--- src/hdl/mox_regs.vh ---
// Opcode encodings and field positions for the move/OR execution block.
// Assumes a 14-bit instruction word delivered by the fetch logic.
`ifndef MOX_REGS_VH
`define MOX_REGS_VH
`define MOX_INSTR_W 14
`define MOX_ADDR_W 7
`define MOX_DATA_W 8
`define MOX_FILE_DEPTH 128
`define MOX_DEST_BIT 7
`define MOX_OP_OR_FILE 6'h04
`define MOX_OP_MOVE_FILE 6'h08
`define MOX_OP_LIT_HI 4'hc
`define MOX_OP_STORE 7'h01
`define MOX_NOP_WORD 14'h0000
`define MOX_ACC_RESET 8'h00
`define MOX_ZERO_RESET 1'h0
`define MOX_DONE_RESET 1'h0
`define MOX_PEEK_RESET 8'h00
`define MOX_OP6_LO 8
`define MOX_OP7_LO 7
`define MOX_OP4_LO 10
`endif

--- src/hdl/mox_exec.v ---
// Executes OR-with-file, move-file, store-accumulator, literal load and no-op.
// Assumes one instruction word per clock, presented with INSTR_VALID from
// same-clock fetch logic; other opcodes leave accumulator, flag and file unchanged but still pulse DONE.
// Function
// - OR accumulator with file, zero flag
// - Move file to accumulator or back
// - Move file updates zero flag
// - Store accumulator to file, flags kept
// - Load literal into accumulator, flags kept
`timescale 1ns/10ps
`default_nettype none
`include "mox_regs.vh"

// Flags an all-zero word; shared by the OR and move paths.
module mox_is_zero #(
  parameter WIDTH = `MOX_DATA_W
) (
  input wire [WIDTH-1:0] word, // Word under test
  output wire is_zero // High when every bit is clear
);
  assign is_zero = ~|word;
endmodule // mox_is_zero

// Splits a word into one strobe per supported operation and its operand fields.
// Any other word, the no-op included, raises no strobe and so leaves accumulator, flag and file unchanged.
module mox_decode (
  input wire valid, // Word present this cycle
  input wire [`MOX_INSTR_W-1:0] instr, // Instruction word
  output reg is_or, // OR accumulator with file
  output reg is_move, // Move file register
  output reg is_store, // Store accumulator to file
  output reg is_lit, // Load literal to accumulator
  output reg dest_file, // Destination select, 1 is file
  output reg [`MOX_ADDR_W-1:0] addr, // File address field
  output reg [`MOX_DATA_W-1:0] lit_value // Immediate field
);
  always @* begin
    is_or = 1'h0;
    is_move = 1'h0;
    is_store = 1'h0;
    is_lit = 1'h0;
    dest_file = instr[`MOX_DEST_BIT];
    addr = instr[`MOX_ADDR_W-1:0];
    lit_value = instr[`MOX_DATA_W-1:0];
    if (valid) begin
      if (instr[`MOX_INSTR_W-1:`MOX_OP6_LO] == `MOX_OP_OR_FILE) begin
        is_or = 1'h1;
      end else if (instr[`MOX_INSTR_W-1:`MOX_OP6_LO] == `MOX_OP_MOVE_FILE) begin
        is_move = 1'h1;
      end else if (instr[`MOX_INSTR_W-1:`MOX_OP7_LO] == `MOX_OP_STORE) begin
        is_store = 1'h1;
      end else if (instr[`MOX_INSTR_W-1:`MOX_OP4_LO] == `MOX_OP_LIT_HI) begin
        is_lit = 1'h1;
      end
    end
  end
endmodule // mox_decode

// File register space: operand read, one write, and an observe port.
// No reset, so it maps onto plain memory; contents are unknown until written.
module mox_file (
  input wire clk, // Core clock
  input wire we, // Write strobe
  input wire [`MOX_ADDR_W-1:0] addr, // Operand and write address
  input wire [`MOX_DATA_W-1:0] wdata, // Write data
  output wire [`MOX_DATA_W-1:0] rdata, // Operand read, combinational
  input wire [`MOX_ADDR_W-1:0] peek_addr, // Observe address
  output wire [`MOX_DATA_W-1:0] peek_rdata // Observe read, combinational
);
  reg [`MOX_DATA_W-1:0] mem [0:`MOX_FILE_DEPTH-1];

  assign rdata = mem[addr];
  assign peek_rdata = mem[peek_addr];

  always @(posedge clk) begin
    if (we) begin
      mem[addr] <= wdata;
    end
  end
endmodule // mox_file

// Forms the next accumulator, zero flag and file write for the decoded word.
// At most one strobe is high, so the branches never compete.
module mox_alu (
  input wire is_or, // OR accumulator with file
  input wire is_move, // Move file register
  input wire is_store, // Store accumulator to file
  input wire is_lit, // Load literal to accumulator
  input wire dest_file, // Destination select, 1 is file
  input wire [`MOX_DATA_W-1:0] acc, // Present accumulator
  input wire zero_now, // Present zero flag
  input wire [`MOX_DATA_W-1:0] fval, // Addressed file register
  input wire [`MOX_DATA_W-1:0] lit_value, // Immediate field
  output reg [`MOX_DATA_W-1:0] next_acc, // Accumulator after this word
  output reg next_zero, // Zero flag after this word
  output reg file_we, // File write strobe
  output reg [`MOX_DATA_W-1:0] file_wdata // File write data
);
  wire [`MOX_DATA_W-1:0] or_result;
  wire or_zero;
  wire fval_zero;

  assign or_result = acc | fval;

  mox_is_zero #(
    .WIDTH(`MOX_DATA_W)
  ) u_or_zero (
    .word(or_result),
    .is_zero(or_zero)
  );

  mox_is_zero #(
    .WIDTH(`MOX_DATA_W)
  ) u_fval_zero (
    .word(fval),
    .is_zero(fval_zero)
  );

  always @* begin
    next_acc = acc;
    next_zero = zero_now;
    file_we = 1'h0;
    file_wdata = fval;
    if (is_or) begin
      next_zero = or_zero;
      if (dest_file) begin
        file_we = 1'h1;
        file_wdata = or_result;
      end else begin
        next_acc = or_result;
      end
    end else if (is_move) begin
      if (dest_file) begin
        file_we = 1'h1;
        file_wdata = fval;
      end else begin
        next_acc = fval;
      end
      next_zero = fval_zero;
    end else if (is_store) begin
      file_we = 1'h1;
      file_wdata = acc;
    end else if (is_lit) begin
      next_acc = lit_value;
    end
  end
endmodule // mox_alu

module mox_exec (
  input wire CLK, // 100 MHz core clock
  input wire RSTN, // Asynchronous reset, active low
  input wire INSTR_VALID, // Instruction word present this cycle
  input wire [`MOX_INSTR_W-1:0] INSTR, // Instruction word
  input wire [`MOX_ADDR_W-1:0] PEEK_ADDR, // File address to observe
  output reg [`MOX_DATA_W-1:0] ACC, // Working accumulator
  output reg ZERO_FLAG, // Zero status flag
  output reg [`MOX_DATA_W-1:0] PEEK_DATA, // File contents at PEEK_ADDR
  output reg DONE // Pulse: instruction retired
);
  wire is_or;
  wire is_move;
  wire is_store;
  wire is_lit;
  wire dest_file;
  wire [`MOX_ADDR_W-1:0] addr;
  wire [`MOX_DATA_W-1:0] lit_value;
  wire [`MOX_DATA_W-1:0] fval;
  wire [`MOX_DATA_W-1:0] peek_rdata;
  wire [`MOX_DATA_W-1:0] next_acc;
  wire next_zero;
  wire file_we;
  wire [`MOX_DATA_W-1:0] file_wdata;

  mox_decode u_mox_decode (
    .valid(INSTR_VALID),
    .instr(INSTR),
    .is_or(is_or),
    .is_move(is_move),
    .is_store(is_store),
    .is_lit(is_lit),
    .dest_file(dest_file),
    .addr(addr),
    .lit_value(lit_value)
  );

  // Write and operand read share one address, so each word sees the value left
  // by the word before it; back-to-back words need no stall.
  mox_file u_mox_file (
    .clk(CLK),
    .we(file_we),
    .addr(addr),
    .wdata(file_wdata),
    .rdata(fval),
    .peek_addr(PEEK_ADDR),
    .peek_rdata(peek_rdata)
  );

  mox_alu u_mox_alu (
    .is_or(is_or),
    .is_move(is_move),
    .is_store(is_store),
    .is_lit(is_lit),
    .dest_file(dest_file),
    .acc(ACC),
    .zero_now(ZERO_FLAG),
    .fval(fval),
    .lit_value(lit_value),
    .next_acc(next_acc),
    .next_zero(next_zero),
    .file_we(file_we),
    .file_wdata(file_wdata)
  );

  always @(posedge CLK or negedge RSTN) begin
    if (!RSTN) begin
      ACC <= `MOX_ACC_RESET;
      ZERO_FLAG <= `MOX_ZERO_RESET;
      DONE <= `MOX_DONE_RESET;
      PEEK_DATA <= `MOX_PEEK_RESET;
    end else begin
      ACC <= next_acc;
      ZERO_FLAG <= next_zero;
      DONE <= INSTR_VALID;
      PEEK_DATA <= peek_rdata;
    end
  end
endmodule // mox_exec
`default_nettype wire

--- config.mk ---
export PLATFORM = sky130hd
export DESIGN_NAME = mox_exec
export DESIGN_NICKNAME = d
export VERILOG_FILES = /design/src/hdl/mox_exec.v
export VERILOG_INCLUDE_DIRS = /design/src /design/src/hdl
export SDC_FILE = /design/constraint.sdc
export NUM_CORES = 1
export LEC_CHECK = 0
export BUFFER_PORTS_ARGS = -buffer_cell sky130_fd_sc_hd__buf_2
export CAP_MARGIN = 20
export CORE_AREA = 2 2 303 305
export CTS_CLUSTER_SIZE = 8
export DETAILED_ROUTE_END_ITERATION = 7
export DIE_AREA = 0 0 305 307
export PLACE_DENSITY = 0.66
export SLEW_MARGIN = 5
export SYNTH_ARGS = -nofsm -noshare
export SYNTH_HDL_FRONTEND = slang
export SYNTH_SLANG_ARGS = --single-unit
--- constraint.sdc ---
create_clock -name CLK -period 22 [get_ports CLK]
set_clock_uncertainty 0.15 [all_clocks]
set_input_delay 2.2 -clock CLK [delete_from_list [all_inputs] [get_ports CLK]]
set_output_delay 2.2 -clock CLK [all_outputs]
set_load 0.01 [all_outputs]
==> reports/metrics.yaml, run 1 <==
drt:
  dr.pass1.iters: 8
  drc: 3
  routedWlPerCell_um: 41.6
  totalWireLength_mm: 171
  drtIter0Drc: 6013
  via_count: 32000
  antenna_left: 0
  detail_route.vias_per_cell: 7.80
yosys:
  synthSimpleGateAreaFrac_pct: 3.30
  synth-adder-area-share_pct: 0
  synth-warning-count: 0
  avg_synthesized_cell_area_um2: 17.7
  yosys-mux-area-fraction_pct: 23.9
  postSynth.asyncResetShare_pct: 1.73
  synth_area_mm2: 0.0494
  synth-seq-area-share_pct: 63.2
  yosys_register_bits: 1042
  synth-edff-count: 1024
  synth.net_count: 2818
  synth_area_in_compound_gates_pct: 7.10
  synthFlopType: "sky130_fd_sc_hd__edfxtp_1"
  yosys.area.top_type: "sky130_fd_sc_hd__edfxtp_1"
  synthDominantCellAreaShare_pct: 62.3
  synthesis.instances: 2794
  main_combinational_cell_family_by_area_after_synthesis: "multiplexers"
  synth-xor-area-share_pct: 0.0177
  netlist-cell-type-count: 70
  netlist_top_cells_area: "sky130_fd_sc_hd__edfxtp_1 (62%), sky130_fd_sc_hd__mux4_2 (18%), sky130_fd_sc_hd__mux2i_1 (3.1%)"
layout:
  layout-drive-gt1-share_pct: 29.4
  num-nets-final: 2890
  stdcell_count: 4102
  syn_to_final_growth_pct: 12.0
  filler_cell_count: 6378
  final_core_util_pct: 60.9
timing:
  rsz_0062_raised_after_global_routing: "false"
  drv_slew: 0
  tightestPinTransition_ns: 1.33
  final_hold_violations: 0
  postLayoutSetupSlackWorst_ns: 15.11
  slew_headroom_pct: 11.4
  min_period_ns: 6.89
  total_neg_setup_slack_ns: 0
  finalCritPeriodShare_pct: 31.3
  finalHoldWorstSlack_ns: 0.512
  max_freq_mhz: 145
  timing.final.setup_violations: 0
die:
  floorplan.die.height_um: 307
  die_w_um: 305
  design.die.area_mm2: 0.0936
  initial_core_util_pct: 54.4
  floorplan.rows: 111
  core_area_mm2: 0.0907
  io_pins: 42
cts:
  cts_setup_buffers: 0
  cts.root.buffer_cell: "sky130_fd_sc_hd__clkbuf_16"
  cts_tree: "done"
  post_cts_resize_count: 0
  clk-insertion-delay-late_ns: 0.76
  ctsHtreeMaxLevel: 4
  cts_inserted_buffers: 148
  post_cts_hold_buffer_count: 0
  cts.path.max_buffers: 3
  clkSlewWorstSetupHoldPaths_ns: 0.05
  tritoncts_num_sinks: 1042
grt:
  pin_count_of_the_biggest_net_entering_global_routing: 129
  track_usage_pct: 36.5
  grt_pass1_vias: 31400
  overflow: 0
  grt_first_pass_wirelength_mm: 239
  grt_antenna_before_repair: 9
power_and_ir_drop:
  leakagePower_nw: 17.5
  power.density_cell_area_mw_per_mm2: 87.0
  maximum_vdd_drop_uv: 59.3
outcome:
  failed_checks: "design-rule violations"
  status: "complete, but fails checks"
placement:
  dp_cells: 3882
  globalplace.congestion: 0.969
  portBuffers: 41
  dp_hpwl_mm: 106
  detailedPlace.worstSlack_ns: 14.31
worst_setup_path:
  worst-setup-path-type: "input port to flip-flop"
  cp_max_fanout: 65
  critical_path.startpoint_type: "input port"
  critical_path.endpoint_type: "flip-flop"
  critPathArrivalTime_ns: 7.19
  cp.required_ns: 22.30
job:
  max_cap_viol: 0
min_path:
  hold_removal_path_class: "flip-flop to flip-flop"
==> critical path, cell delays in order <==
cell	delay (ns)
sky130_fd_sc_hd__buf_8	0.42
sky130_fd_sc_hd__buf_4	0.75
sky130_fd_sc_hd__nor2b_4	0.75
sky130_fd_sc_hd__a22oi_1	0.19
sky130_fd_sc_hd__o22ai_1	0.23
sky130_fd_sc_hd__a2bb2oi_1	0.52
sky130_fd_sc_hd__a221oi_1	0.30
sky130_fd_sc_hd__a31oi_1	0.39
sky130_fd_sc_hd__a22o_4	0.64
sky130_fd_sc_hd__buf_4	0.69
==> per-stage QoR <==
| stage | instance area [um2] | total power, W |
|---|---|---|
| finish | 55300 | 0.00481 |
| CTS | 55000 | 0.00479 |
| global route | 55300 | 0.00490 |
| floorplan | 49400 | 0.00258 |
| global placement | 50700 | 0.00274 |
| detailed placement | 50900 | 0.00275 |
==> report_power, final <==
part | total [W] | switching (W) | internal, W
Clock | 0.00207 | 0.000826 | 0.00125
Sequential | 0.00227 | 0.0000111 | 0.00226
Combinational | 0.000466 | 0.000316 | 0.000150
Total | 0.00481 | 0.00115 | 0.00366
==> cells in the mapped netlist (all sizes together) (15+ instances only) <==
cell type  number
edfxtp       1024
mux4          404
nor2          186
mux2i         152
buf           141
mux2          103
clkbuf         93
nand2          88
a21oi          73
a221oi         65
o21ai          59
a22oi          46
o2bb2ai        34
a221o          28
o22ai          28
a22o           26
nand3          19
dfrtp          18
nor2b          17
o221ai         16
a211oi         15
==> layout by cell type, fill, tap and decap left out, types with 16 or more instances in the layout <==
cell	n
sky130_fd_sc_hd__a21oi_1	73
sky130_fd_sc_hd__a221o_1	28
sky130_fd_sc_hd__a221oi_1	65
sky130_fd_sc_hd__a22o_1	20
sky130_fd_sc_hd__a22oi_1	46
sky130_fd_sc_hd__buf_2	34
sky130_fd_sc_hd__buf_4	85
sky130_fd_sc_hd__buf_6	22
sky130_fd_sc_hd__clkbuf_1	32
sky130_fd_sc_hd__clkbuf_16	154
sky130_fd_sc_hd__dfrtp_1	18
sky130_fd_sc_hd__edfxtp_1	1024
sky130_fd_sc_hd__mux2_2	103
sky130_fd_sc_hd__mux2i_1	152
sky130_fd_sc_hd__mux4_2	404
sky130_fd_sc_hd__nand2_1	88
sky130_fd_sc_hd__nand3_1	19
sky130_fd_sc_hd__nor2_1	183
sky130_fd_sc_hd__o21ai_0	56
sky130_fd_sc_hd__o221ai_1	16
sky130_fd_sc_hd__o22ai_1	28
sky130_fd_sc_hd__o2bb2ai_1	34
==> per-layer routing <==
layer	GRT usage, %	vias to the layer above	part of all wire, %
met3	10.6	683	14
met1	48.2	16300	35
met2	54.5	3049	45
met5	0	-	0.0076
li1	-	12000	-
met4	21.0	2	6.5
==> registers in the layout (all words and copies together) (netlist names) <==
name / flops
ZERO_FLAG: 1
PEEK_DATA: 8
ACC: 8
DONE: 1
u_mox_file.mem: 1024
==> cell families (layout without fill, tap and decap cells) <==
kind of cell    after synthesis  in the layout
xor+xnor                      1              1
mux                         659            659
simple gates                371            371
compound gates              475            475
flops                      1042           1042
buf+inv                     246            363
other cells                   0              5
==> path summary, 6_finish.rpt <==
| check | startpoint | endpoint | slack, ns | depth (start not counted) |
|---|---|---|---|---|
| max in group asynchronous | RSTN | PEEK_DATA[6] | 20.04 | 1 |
| min in group asynchronous | RSTN | DONE | 1.28 | 1 |
| worst max register to register | u_mox_file.mem[4][1] | u_mox_file.mem[120][1] | 17.70 | 7 |
| worst min register to register | ACC[7] | ACC[7] | 0.51 | 2 |
| worst min-delay path | ACC[7] | ACC[7] | 0.51 | 2 |
| worst max-delay path | INSTR[2] | u_mox_file.mem[45][7] | 15.11 | 10 |
==> layout make-up <==
cell class / count / area (um2) / share of cell area [%]
sequential: 1042 / 31200 / 56.5
tap: 1186 / 1480 / 2.68
clock buffer: 186 / 3970 / 7.19
antenna: 5 / 12.5 / 0.0226
clock inverter: 9 / 123 / 0.222
multi-input combinational: 1506 / 17100 / 30.9
inverter: 12 / 46.3 / 0.0838
timing repair buffer: 156 / 1360 / 2.47
Note: power is estimated with default switching activity, not from simulation.
==> inputs of run 2 (changes only) <==
Clock period 22 ns to 6.5 ns, I/O delays scaled along.
==> reports/metrics.yaml, run 2 (synthesis gave the netlist of run 1 again) <==
outcome:
  status: "completed"
cts:
  cts.path.max_buffers: 3
  tritoncts_num_sinks: 1042
  cts_tree: "done"
  ctsHtreeMaxLevel: 4
  clk-insertion-delay-late_ns: 0.75
  cts.root.buffer_cell: "sky130_fd_sc_hd__clkbuf_16"
  cts_inserted_buffers: 148
  clkSlewWorstSetupHoldPaths_ns: 0.05
  post_cts_resize_count: 0
timing:
  max_freq_mhz: 205
  slew_headroom_pct: 18.2
  final_hold_violations: 0
  total_neg_setup_slack_ns: 0
  drv_slew: 0
  min_period_ns: 4.87
  tightestPinTransition_ns: 1.22
  timing.final.setup_violations: 0
  rsz_0062_raised_after_global_routing: "false"
  finalCritPeriodShare_pct: 74.9
min_path:
  hold_removal_path_class: "input port to flip-flop"
  min_delay_path_depth: 3
worst_setup_path:
  critical_path.startpoint_type: "input port"
  timing.critical_path.slowest_stage_cell: "sky130_fd_sc_hd__a211oi_1"
  worst-setup-path-type: "input port to flip-flop"
  cp.required_ns: 6.80
  cp_cell_sequence: "buf_8, buf_4, mux2_2, a32oi_1, o211a_1, nor3_1, a211oi_1, nor3_1, a22o_4, buf_4"
  slowest_delay_ns: 0.96
  critPathArrivalTime_ns: 5.18
  cp_max_fanout: 74
  r2r_cells: 7
  critical_path.endpoint_type: "flip-flop"
placement:
  portBuffers: 41
  globalplace.congestion: 0.969
  dp_cells: 3975
  dp_hpwl_mm: 109
grt:
  grt_antenna_before_repair: 10
  track_usage_pct: 36.2
  grt_first_pass_wirelength_mm: 237
  pin_count_of_the_biggest_net_entering_global_routing: 129
  overflow: 0
  grt_pass1_vias: 31800
die:
  die_w_um: 305
  core_area_mm2: 0.0907
  floorplan.rows: 111
  design.die.area_mm2: 0.0936
  initial_core_util_pct: 54.4
  io_pins: 42
  floorplan.die.height_um: 307
layout:
  ff_latch_area_mm2: 0.0312
  stdcell_count: 4180
  final_core_util_pct: 61.6
  syn_to_final_growth_pct: 13.2
  filler_cell_count: 6269
  multi_input_area_mm2: 0.0171
  most_frequent_cells_in_the_layout: "sky130_fd_sc_hd__edfxtp_1 (1,024), sky130_fd_sc_hd__mux4_2 (404), sky130_fd_sc_hd__nor2_1 (182), sky130_fd_sc_hd__buf_4 (165), sky130_fd_sc_hd__mux2i_1 (152)"
  num-nets-final: 2975
  layout-drive-gt1-share_pct: 31.4
  final_common_cell: "sky130_fd_sc_hd__edfxtp_1"
  most_flops_register: "u_mox_file.mem"
  max_reg_flops: 1024
  largest_registers: "u_mox_file.mem: 1024 flops, ACC: 8 flops, PEEK_DATA: 8 flops"
drt:
  wl_met2_mm: 75.8
  dr.pass1.iters: 7
  via_count: 32400
  drc: 0
  route.top_layer_used: "met5"
  wl_met3_mm: 25.0
  detail_route.vias_per_cell: 7.74
  drtIter0Drc: 6018
  wl_met1_mm: 58.5
  totalWireLength_mm: 169
  routedWlPerCell_um: 40.5
  antenna_left: 0
power_and_ir_drop:
  power.density_cell_area_mw_per_mm2: 290
  power_w: 0.0162
  leakagePower_nw: 18.0
  maximum_vdd_drop_uv: 225
job:
  max_cap_viol: 0
[run 2: layout make-up]
cell class              count  share of cell area (%)
repair buffers            241                    3.72
well taps                1186                    2.65
clock inverters            13                   0.269
clock buffers             179                    6.95
inverters                  12                  0.0828
diodes                      1                 0.00448
flip-flops and latches   1042                    55.8
multi-input cells        1506                    30.5
[run 2: metrics by stage]
stage	setup slack [ns]	hold slack, ns	instance area [um2]
after floorplan	0.212	0.204	49400
after global placement	1.33	0.422	51600
after detailed placement	1.24	0.450	51700
after CTS	2.03	0.0591	55800
after global routing	1.73	0.0914	55900
final	1.63	0.0997	55900
[run 2: critical path: cells and delay by family]
family	cells	cell delay [ns]
AO/OA/AOI/OAI	4	1.91
buffers and inverters	3	1.73
multiplexers	1	0.42
AND/OR/NAND/NOR	2	0.32
[run 2: worst paths after layout]
check / start / to / slack (ns)
setup / recovery: INSTR[2] / u_mox_file.mem[61][4] / 1.63
hold / removal: INSTR[7] / ACC[7] / 0.1
setup reg to reg: u_mox_file.mem[86][4] / u_mox_file.mem[61][4] / 2.53
hold reg to reg: ACC[1] / ACC[1] / 0.48
max in group asynchronous: RSTN / ACC[5] / 5.53
min in group asynchronous: RSTN / PEEK_DATA[0] / 0.28
[run 2: repair_timing]
| item | in CTS | in global routing |
|---|---|---|
| hold buffers | 2 | 0 |
| endpoints found under the hold margin | 19 | 0 |
| buffers inserted | 0 | 0 |
[run 2: per-layer routing]
layer  up-vias  track usage (%)
met3       660             11.6
met4         8             18.3
met5         -                0
met1     16500             48.0
li1      12100                -
met2      3111             54.4
[run 2: power by group]
part	total, W	switching, W	internal, W
sequential	0.00768	0.0000298	0.00765
clock	0.00694	0.00277	0.00418
combinational	0.00159	0.00106	0.000529
total	0.0162	0.00386	0.0124
